--- src/hdl/pmpcfg_pkg.sv ---
/*
  Constants for the pin configuration and core rail reset block.
  Assumes one 250 MHz clock and an active-low asynchronous reset.
*/
package pmpcfg_pkg;
  // ==========================================================
  // widths and reset values
  localparam int unsigned VSEL_W           = 6;
  localparam logic [5:0]  CORE_ONE_DEFAULT = 6'h00;
  localparam logic [5:0]  CORE_TWO_DEFAULT = 6'h00;
  localparam int unsigned SLEW_DIV_W       = 8;
  localparam logic [7:0]  SLEW_DIV_RESET   = 8'h10;
  localparam logic        LATCH_MODE_RESET = 1'b0;

  typedef enum logic [1:0] {
    PMPCFG_RAMP_IDLE,
    PMPCFG_RAMP_RUN
  } pmpcfg_ramp_e;
endpackage : pmpcfg_pkg

--- src/hdl/pmpcfg_top.sv ---
/*
  Three general-purpose pin configuration with core rail voltage restore.
    first pin  : open-drain output, or memory reset input from the host
    second pin : open-drain or push-pull output, from its user bit or,
                 in input mode, from the memory reset and power_good
    third pin  : open-drain output, or falling-edge restore input that
                 returns both core rail settings to their defaults
  The two core rails ramp one code per slew tick toward their targets.

  Assumes pin inputs are synchronous to i_sys_clk; the pad resolves
  output enables into the wire level, with pull-ups on the open-drain
  pins so a released pin reads high.
  Assumes the core rail writes are one-cycle strobes.
  Assumes one clock; the slew rate is a divided enable, not a clock.
*/
`timescale 1ns/100ps

// Behaviour
// - first pin open-drain output from user/sequencer
// - first pin level 0 low, 1 released
// - input mode takes memory reset, latch/pass
// - second pin is an output whatever the input select
// - second pin open-drain from user bit
// - second pin push-pull from user bit
// - input mode drives second from first, power_good
// - third pin open-drain output from user/sequencer
// - third pin falling edge restores core voltages
// - restored rails ramp at slew, stay on
module pmpcfg_top
  import pmpcfg_pkg::*;
#(
  parameter int unsigned W = pmpcfg_pkg::VSEL_W
) (
  input  wire logic                           i_sys_clk,
  input  wire logic                           i_reset_n,
  input  wire logic                           i_first_pin_input_select,
  input  wire logic                           i_second_pin_pushpull_select,
  input  wire logic                           i_core_rail_reset_enable,
  input  wire logic                           i_memreset_latch_mode,
  input  wire logic                           i_first_pin_user_level,
  input  wire logic                           i_second_pin_user_level,
  input  wire logic                           i_third_pin_user_level,
  input  wire logic                           i_first_seq_ctrl,
  input  wire logic                           i_first_seq_level,
  input  wire logic                           i_third_seq_ctrl,
  input  wire logic                           i_third_seq_level,
  input  wire logic                           i_power_good,
  input  wire logic                           i_first_multi_pin_in,
  input  wire logic                           i_third_multi_pin_in,
  input  wire logic                           i_core_one_wr,
  input  wire logic [W-1:0]                   i_core_one_wdata,
  input  wire logic                           i_core_two_wr,
  input  wire logic [W-1:0]                   i_core_two_wdata,
  input  wire logic [pmpcfg_pkg::SLEW_DIV_W-1:0] i_slew_div,
  output logic                                o_first_multi_pin_out,
  output logic                                o_first_multi_pin_oe,
  output logic                                o_second_output_pin_out,
  output logic                                o_second_output_pin_oe,
  output logic                                o_third_multi_pin_out,
  output logic                                o_third_multi_pin_oe,
  output logic [W-1:0]                        o_core_buck_one_target,
  output logic [W-1:0]                        o_core_buck_two_target,
  output logic [W-1:0]                        o_core_buck_one_vsel,
  output logic [W-1:0]                        o_core_buck_two_vsel,
  output logic                                o_core_restore_pulse
);
  import pmpcfg_pkg::*;

  // ==========================================================
  // first pin
  logic first_level;

  // sequencer override takes the pin from the user bit
  always_comb begin
    if (i_first_seq_ctrl) begin
      first_level = i_first_seq_level;
    end else begin
      first_level = i_first_pin_user_level;
    end
  end

  always_ff @(posedge i_sys_clk or negedge i_reset_n) begin
    if (!i_reset_n) begin
      o_first_multi_pin_out <= 1'b0;
      o_first_multi_pin_oe  <= 1'b0;
    end else begin
      o_first_multi_pin_out <= 1'b0;
      // input mode releases the pad entirely
      o_first_multi_pin_oe  <= !i_first_pin_input_select && !first_level;
    end
  end

  // ==========================================================
  // memory reset capture from the first pin
  logic memrst_q;
  logic memrst_level;
  always_ff @(posedge i_sys_clk or negedge i_reset_n) begin
    if (!i_reset_n) begin
      memrst_q <= 1'b1;
    end else if (!i_first_pin_input_select) begin
      memrst_q <= 1'b1;
    end else if (!i_memreset_latch_mode || !i_power_good) begin
      memrst_q <= i_first_multi_pin_in;
    end
  end
  // latch holds the value while power is good; pass mode follows the pin
  always_comb begin
    if (i_memreset_latch_mode) begin
      memrst_level = memrst_q;
    end else begin
      memrst_level = i_first_multi_pin_in;
    end
  end

  // ==========================================================
  // second pin
  logic second_level;
  always_comb begin
    if (i_first_pin_input_select) begin
      second_level = i_power_good && memrst_level;
    end else begin
      second_level = i_second_pin_user_level;
    end
  end

  always_ff @(posedge i_sys_clk or negedge i_reset_n) begin
    if (!i_reset_n) begin
      o_second_output_pin_out <= 1'b0;
      o_second_output_pin_oe  <= 1'b0;
    end else begin
      // always an output pin; input select only switches its level source
      o_second_output_pin_out <= i_second_pin_pushpull_select && second_level;
      o_second_output_pin_oe  <= i_second_pin_pushpull_select || !second_level;
    end
  end

  // ==========================================================
  // third pin
  logic third_level;

  always_comb begin
    if (i_third_seq_ctrl) begin
      third_level = i_third_seq_level;
    end else begin
      third_level = i_third_pin_user_level;
    end
  end

  always_ff @(posedge i_sys_clk or negedge i_reset_n) begin
    if (!i_reset_n) begin
      o_third_multi_pin_out <= 1'b0;
      o_third_multi_pin_oe  <= 1'b0;
    end else begin
      o_third_multi_pin_out <= 1'b0;
      o_third_multi_pin_oe  <= !i_core_rail_reset_enable && !third_level;
    end
  end

  // ==========================================================
  // third pin restore edge detector
  // two samples; an edge counts only once both hold real pin levels,
  // so a pin already low at reset release gives no false restore
  logic       third_s1_q;
  logic       third_s2_q;
  logic [1:0] third_primed_q;
  logic       restore;

  always_ff @(posedge i_sys_clk or negedge i_reset_n) begin
    if (!i_reset_n) begin
      third_primed_q <= 2'h0;
    end else begin
      third_primed_q <= {third_primed_q[0], 1'b1};
    end
  end

  always_ff @(posedge i_sys_clk or negedge i_reset_n) begin
    if (!i_reset_n) begin
      third_s1_q <= 1'b1;
      third_s2_q <= 1'b1;
    end else begin
      third_s1_q <= i_third_multi_pin_in;
      third_s2_q <= third_s1_q;
    end
  end

  always_comb begin
    restore = 1'b0;
    if (i_core_rail_reset_enable && third_primed_q[1]) begin
      restore = third_s2_q && !third_s1_q;
    end
  end

  always_ff @(posedge i_sys_clk or negedge i_reset_n) begin
    if (!i_reset_n) begin
      o_core_restore_pulse <= 1'b0;
    end else begin
      o_core_restore_pulse <= restore;
    end
  end

  // ==========================================================
  // core voltage settings, one lane per rail
  // lane 0 is core_buck_one, lane 1 is core_buck_two
  localparam int unsigned             RAILS        = 2;
  localparam logic [RAILS-1:0][W-1:0] RAIL_DEFAULT = {W'(CORE_TWO_DEFAULT), W'(CORE_ONE_DEFAULT)};

  logic [RAILS-1:0]        rail_wr;
  logic [RAILS-1:0][W-1:0] rail_wdata;
  logic [W-1:0]            rail_target_q [RAILS];
  logic [W-1:0]            rail_vsel_q   [RAILS];

  assign rail_wr    = {i_core_two_wr, i_core_one_wr};
  assign rail_wdata = {i_core_two_wdata, i_core_one_wdata};

  for (genvar r = 0; r < RAILS; r++) begin : g_target
    // restore wins over a same-cycle write; other settings untouched
    always_ff @(posedge i_sys_clk or negedge i_reset_n) begin
      if (!i_reset_n) begin
        rail_target_q[r] <= RAIL_DEFAULT[r];
      end else if (restore) begin
        rail_target_q[r] <= RAIL_DEFAULT[r];
      end else if (rail_wr[r]) begin
        rail_target_q[r] <= rail_wdata[r];
      end
    end
  end

  assign o_core_buck_one_target = rail_target_q[0];
  assign o_core_buck_two_target = rail_target_q[1];

  // ==========================================================
  // slew: one code step per tick, rails never switched off
  logic [SLEW_DIV_W-1:0] slew_cnt_q;
  logic                  slew_tick;
  assign slew_tick = (slew_cnt_q == '0);
  always_ff @(posedge i_sys_clk or negedge i_reset_n) begin
    if (!i_reset_n) begin
      slew_cnt_q <= SLEW_DIV_RESET;
    end else if (slew_tick) begin
      slew_cnt_q <= i_slew_div;
    end else begin
      slew_cnt_q <= slew_cnt_q - 1'b1;
    end
  end

  // ==========================================================
  // ramp: a restore only moves the target, so the rail walks back
  // at the slew rate instead of dropping out
  for (genvar r = 0; r < RAILS; r++) begin : g_ramp
    always_ff @(posedge i_sys_clk or negedge i_reset_n) begin
      if (!i_reset_n) begin
        rail_vsel_q[r] <= RAIL_DEFAULT[r];
      end else if (slew_tick) begin
        if (rail_vsel_q[r] < rail_target_q[r]) begin
          rail_vsel_q[r] <= rail_vsel_q[r] + 1'b1;
        end else if (rail_vsel_q[r] > rail_target_q[r]) begin
          rail_vsel_q[r] <= rail_vsel_q[r] - 1'b1;
        end
      end
    end
  end

  assign o_core_buck_one_vsel = rail_vsel_q[0];
  assign o_core_buck_two_vsel = rail_vsel_q[1];
endmodule : pmpcfg_top

--- config.mk ---
export PLATFORM = sky130hd
export DESIGN_NAME = pmpcfg_top
export DESIGN_NICKNAME = d
export VERILOG_FILES = /design/src/hdl/pmpcfg_pkg.sv /design/src/hdl/pmpcfg_top.sv
export SDC_FILE = /design/constraint.sdc
export NUM_CORES = 1
export LEC_CHECK = 0
export ABC_AREA = 1
export BUFFER_PORTS_ARGS = -buffer_cell sky130_fd_sc_hd__buf_2
export CAP_MARGIN = 20
export CORE_AREA = 2 2 54 93
export DETAILED_ROUTE_END_ITERATION = 7
export DIE_AREA = 0 0 56 95
export GPL_ROUTABILITY_DRIVEN = 0
export MAX_ROUTING_LAYER = met4
export PLACE_DENSITY = 0.82
export SLEW_MARGIN = 10
export SYNTH_ARGS = -nofsm -noshare
export SYNTH_HDL_FRONTEND = slang
export SYNTH_SLANG_ARGS = --single-unit
--- constraint.sdc ---
create_clock -name i_sys_clk -period 3.7 [get_ports i_sys_clk]
set_input_delay 0.74 -clock i_sys_clk [delete_from_list [all_inputs] [get_ports i_sys_clk]]
set_output_delay 0.74 -clock i_sys_clk [all_outputs]
set_load 0.05 [all_outputs]
# Word-level counts from Yosys, hierarchy flattened
# Index checks and enable logic that the tools add are counted.
word_totals:
  reg_bits: 42
  inputBits: 38
  out_inout_bits: 31
  word_cells: 63
classes:
  n_addsub: 5
  order_cmp: 4
  eq_ne: 1
  muxes: 16
  reduce_logical: 23
ops:
  columns: ["operator", "count"]
  rows:
  - ["$mux W6", 8]
  - ["$add A6 B1 Y6 const B", 2]
  - ["$gt A6 B6 Y1", 2]
  - ["$lt A6 B6 Y1", 2]
  - ["$sub A6 B1 Y6 const B", 2]
  - ["$logic_not A1 Y1", 8]
  - ["$logic_not A8 Y1", 1]
  - ["$mux W8", 1]
  - ["$reduce_bool A2 Y1", 4]
  - ["$sub A8 B1 Y8 const B", 1]
  - ["$mux W1", 7]
  - ["$logic_and A1 B1 Y1", 6]
  - ["$reduce_and A2 Y1", 2]
  - ["$logic_or A1 B1 Y1", 2]
  - ["$ne A2 B1 Y1 const B", 1]

# Longest topological paths before layout
depth:
  word_depth: 5
  mapped_depth: 18
  ltp_nobuf: 18

# Worst setup path before layout
# No wires, ideal clock.
synth_timing:
  path_kind: "register -> register"
  start: "register rail_target_q (netlist bit o_core_buck_two_target[5])"
  end: "register rail_vsel_q (netlist bit o_core_buck_two_vsel[5])"
  t_arrival_ns: 2.326
  required_time_ns: 3.582
  slack_ns: 1.255
  stages_incl_launch_ff: 16
  period_less_slack_ns: 2.445
  path_cell_list: "dfrtp_1 > inv_1 > ha_1 > a21oi_1 > nand3_2 > ha_1 > nand2_1 > nand2_1 > nand3_1 > nand2_1 > nor2_1 > inv_1 > nand2_1 > nand2_1 > nand2_1 > nand2_1"
synth_between:
  elab_chain_len: 3
  elab_cells_between_ends: 5
synth_rtl:
  columns: ["element", "line_no", "source"]
  rows:
  - ["start: declaration", "pmpcfg_top.sv:209", "logic [W-1:0] rail_target_q [RAILS];"]
  - ["start signal: indexed assignment", "pmpcfg_top.sv:219", "rail_target_q[r] <= RAIL_DEFAULT[r];"]
  - ["start signal: indexed assignment", "pmpcfg_top.sv:221", "rail_target_q[r] <= RAIL_DEFAULT[r];"]
  - ["start signal: indexed assignment", "pmpcfg_top.sv:223", "rail_target_q[r] <= rail_wdata[r];"]
  - ["$lt A6 B6 Y1 / $gt A6 B6 Y1 (equally long branches)", "pmpcfg_top.sv:254, pmpcfg_top.sv:256", null]
  - ["$reduce_bool A2 Y1 (no line)", null, null]
  - ["$reduce_and A2 Y1 (no line)", null, null]
  - ["end signal: indexed assignment", "pmpcfg_top.sv:252", "rail_vsel_q[r] <= RAIL_DEFAULT[r];"]
  - ["end signal: indexed assignment", "pmpcfg_top.sv:255", "rail_vsel_q[r] <= rail_vsel_q[r] + 1'b1;"]
  - ["end signal: indexed assignment", "pmpcfg_top.sv:257", "rail_vsel_q[r] <= rail_vsel_q[r] - 1'b1;"]
  - ["end: declaration", "pmpcfg_top.sv:210", "logic [W-1:0] rail_vsel_q [RAILS];"]
# Several ways; a longest one is shown, not always the timed one.
# A chain may end at the register's enable or synchronous reset.

# Final worst setup path
layout_timing:
  start: "register rail_vsel_q (netlist bit o_core_buck_two_vsel[5])"
  end: "register rail_vsel_q (netlist bit o_core_buck_two_vsel[5])"
layout_between:
  elab_chain_len: 3
  elab_cells_between_ends: 8
layout_rtl:
  columns: ["element", "line_no"]
  rows:
  - ["$sub A6 B1 Y6, or another cell as far along", "pmpcfg_top.sv:257"]
  - ["$mux W6 / $reduce_bool A2 Y1 (equally long branches)", null]
  - ["$mux W6 / $reduce_and A2 Y1 (equally long branches)", null]
# Several ways; a longest one is shown, not always the timed one. The select of a mux whose other input is x is not followed.

==> impl_metrics.yaml <==
clock_network:
  cts_made_buffers: 5
  path_clk_slew_ps: 90
  root_buffer: "clkbuf_8"
  post_cts.repair.setup_buffers: 0
  clk_latency_ps: 300
  cts_resized: 0
  clockBufferDepth: 2
  cts_tree: "yes"
  clock-sinks: 42
  cts_hold_buf: 0
  h-tree-depth: 2
pwr:
  power_mw: 1.18
  power.density_nw_per_um2: 396
  switchingPower_mw: 0.344
  p_leak_nw: 1.70
  vdd_drop_max_v: 0.000326
  switching_share_pct: 29.2
  p_comb_share_pct: 18.9
  intPower_mw: 0.837
  seq_power_share_pct: 44.2
  p_clk_share_pct: 36.9
setup_path:
  slowest_delay_ps: 440
  crit_buf_inv: 1
  cp_common_cell: "nand2_1"
  slowest_stage: "dfrtp_1"
  crit_path_max_fanout: 7
  critPathTopFamily: "simple AND/OR/NAND/NOR gates"
  worstSetupPathType: "register to register"
  cp.arrival_ps: 2610
  endpoint_kind: "register"
  cp.required_ps: 3890
  crit_chain: "ha_1 > nand2_1 > nor2_1 > nand2_1 > nand3_2 > ha_1 > nand2_1 > nand2_1 > nand3_1 > nand2_1 > nor2_1 > inv_1 > nand2_1 > nand2_1 > nand2_1 > nand2_1"
  startpoint_type: "register"
global_routing:
  grt_start_max_net_pins: 43
  grt_usage_pct: 23.2
  overflow: 0
  grt_pass1_vias: 2181
  antenna_found_initial: 0
  grt_pass1_wl_mm: 9.34
layout:
  synthToLayoutAreaGrowth_pct: 20.4
  mostFrequentLayoutCells: "75 x nand2_1, 66 x buf_2, 38 x inv_1, 38 x dfrtp_1, 24 x nand3_1"
  diodes: 0
  final_util_pct: 64.5
  layout-drive-gt1-share_pct: 26.3
  final_common_cell: "nand2_1"
  final_nets: 426
  fin_cells: 417
timing:
  clock-skew-final_ps: 8.35
  grt_setup_unrepaired: "no"
  worst_pin_slew_ps: 929
  final.setup.tns_ps: 0
  setup_viol: 0
  maxSlewViolCount: 0
  fmax_mhz: 413
  hold_viol_final: 0
  fin_crit_sh_pct: 65.5
  slew_headroom_pct: 38.1
  hold-worst-slack_ps: 359
  min_period_ps: 2420
die:
  die-area_um2: 5320
  dieWidth_um: 56
  core_um2: 4620
  initial_utilization_pct: 53.5
  die_y_um: 95
  io_pins: 69
  row_count: 33
route:
  vias: 2163
  postRouteAntennaNets: 0
  drt_iter0_markers: 86
  wirelength_mm: 5.49
  remaining_drc_errors: 0
  via_per_inst: 5.19
  drt_first_pass_iters: 4
  wl_per_cell_um: 13.2
synth:
  yosysWarnings: 0
  netlist_area_um2: 2480
  synth_top_area_share_pct: 38.4
  netlist_instances: 294
  synth_area_leaders: "dfrtp_1 38%, nand2_1 11%, ha_1 11%"
  synth_cell_types: 32
  ys_seq_elements: 42
  synth_top_area_cell: "dfrtp_1"
  ys_seq_area_share_pct: 42.6
  avgSynthCellArea_um2: 8.42
job:
  maxCapViolCount: 0
placement:
  dp.cells: 409
  port_buffers: 66
  dp_hpwl_mm: 4.14
outcome:
  status: "finished clean"
min_path:
  hold_path.class: "register to register"
## through the flow
stage                     setup WS (ps)  area [um2]
after floorplan                    1260        2480
after global placement             1380        2840
after detailed placement           1330        2840
after CTS                          1290        2980
after global routing               1020        2980
final                              1280        2980
## per-layer routing
metal	share of wire, %	GRT usage, %	vias up
li1	-	-	1078
met1	39	24.8	1004
met2	54	40.7	66
met3	4.4	3.84	15
met4	3.1	12.3	0
met5	0	-	-
## sequential cells by signal, indices dropped and copies added (netlist names), 2 cells and up
name / cells
slew_cnt_q: 8
o_core_buck_two_target: 6
third_primed_q: 2
o_core_buck_one_vsel: 6
o_core_buck_one_target: 6
o_core_buck_two_vsel: 6
## power by group through the flow
stage | registers (mW) | logic, mW | clock network (mW)
floorplan | 0.587 | 0.0953 | 0
global placement | 0.530 | 0.216 | 0
detailed placement | 0.531 | 0.222 | 0
CTS | 0.523 | 0.225 | 0.447
global route | 0.527 | 0.248 | 0.463
finish | 0.522 | 0.223 | 0.436
## final cells by class
| class | count | area (um2) |
|---|---|---|
| inverter | 41 | 154 |
| timing repair buffer | 66 | 330 |
| multi-input combinational | 208 | 1240 |
| clock buffer | 5 | 68.8 |
| clock inverter | 3 | 68.8 |
| fill | 429 | 1640 |
| tap | 52 | 65.1 |
| sequential | 42 | 1060 |
## cell usage after synthesis
| master | count |
|---|---|
| buf_4 | 2 |
| fa_1 | 2 |
| ha_1 | 22 |
| nand3_1 | 24 |
| or2_2 | 1 |
| buf_6 | 1 |
| nand3_2 | 3 |
| nor2_8 | 1 |
| o21ai_0 | 18 |
| inv_2 | 3 |
| xor2_1 | 6 |
| nand4_1 | 2 |
| a21oi_1 | 9 |
| nor2_1 | 13 |
| nand2_2 | 3 |
| nand2_1 | 75 |
| dfrtp_1 | 38 |
| nor2_2 | 4 |
| a31oi_1 | 2 |
| dfstp_2 | 4 |
| or2_1 | 2 |
| o21ai_1 | 4 |
| and3_1 | 3 |
| xnor2_1 | 3 |
| nor3_1 | 2 |
| nand3b_1 | 1 |
| xor2_2 | 1 |
| a211oi_1 | 2 |
| buf_2 | 1 |
| conb_1 | 2 |
| inv_1 | 38 |
| nand2_4 | 2 |
## path summary, 6_finish.rpt
check	end	depth (start not counted)	slack, ps	from
max	o_core_buck_two_vsel[5]	16	1280	o_core_buck_two_vsel[5]
min	third_primed_q[1]	0	360	third_primed_q[0]
max reg2reg	o_core_buck_two_vsel[5]	16	1280	o_core_buck_two_vsel[5]
min reg2reg	third_primed_q[1]	0	360	third_primed_q[0]
max in group asynchronous	o_core_buck_two_vsel[5]	1	2540	i_reset_n
min in group asynchronous	slew_cnt_q[1]	1	570	i_reset_n
## cells by family after synthesis
| kind of cell | count (synthesis) | share of synthesized area [%] |
|---|---|---|
| xor gates and xnor gates | 10 | 3.84 |
| AOI/OAI and AO/OA | 35 | 7.38 |
| buffers and inverters | 45 | 7.48 |
| adders and majority gates | 24 | 12.7 |
| DFF | 42 | 42.6 |
| and+or+nand+nor | 136 | 25.6 |
| other | 2 | 0.303 |
(Power assumes the default switching activity.)
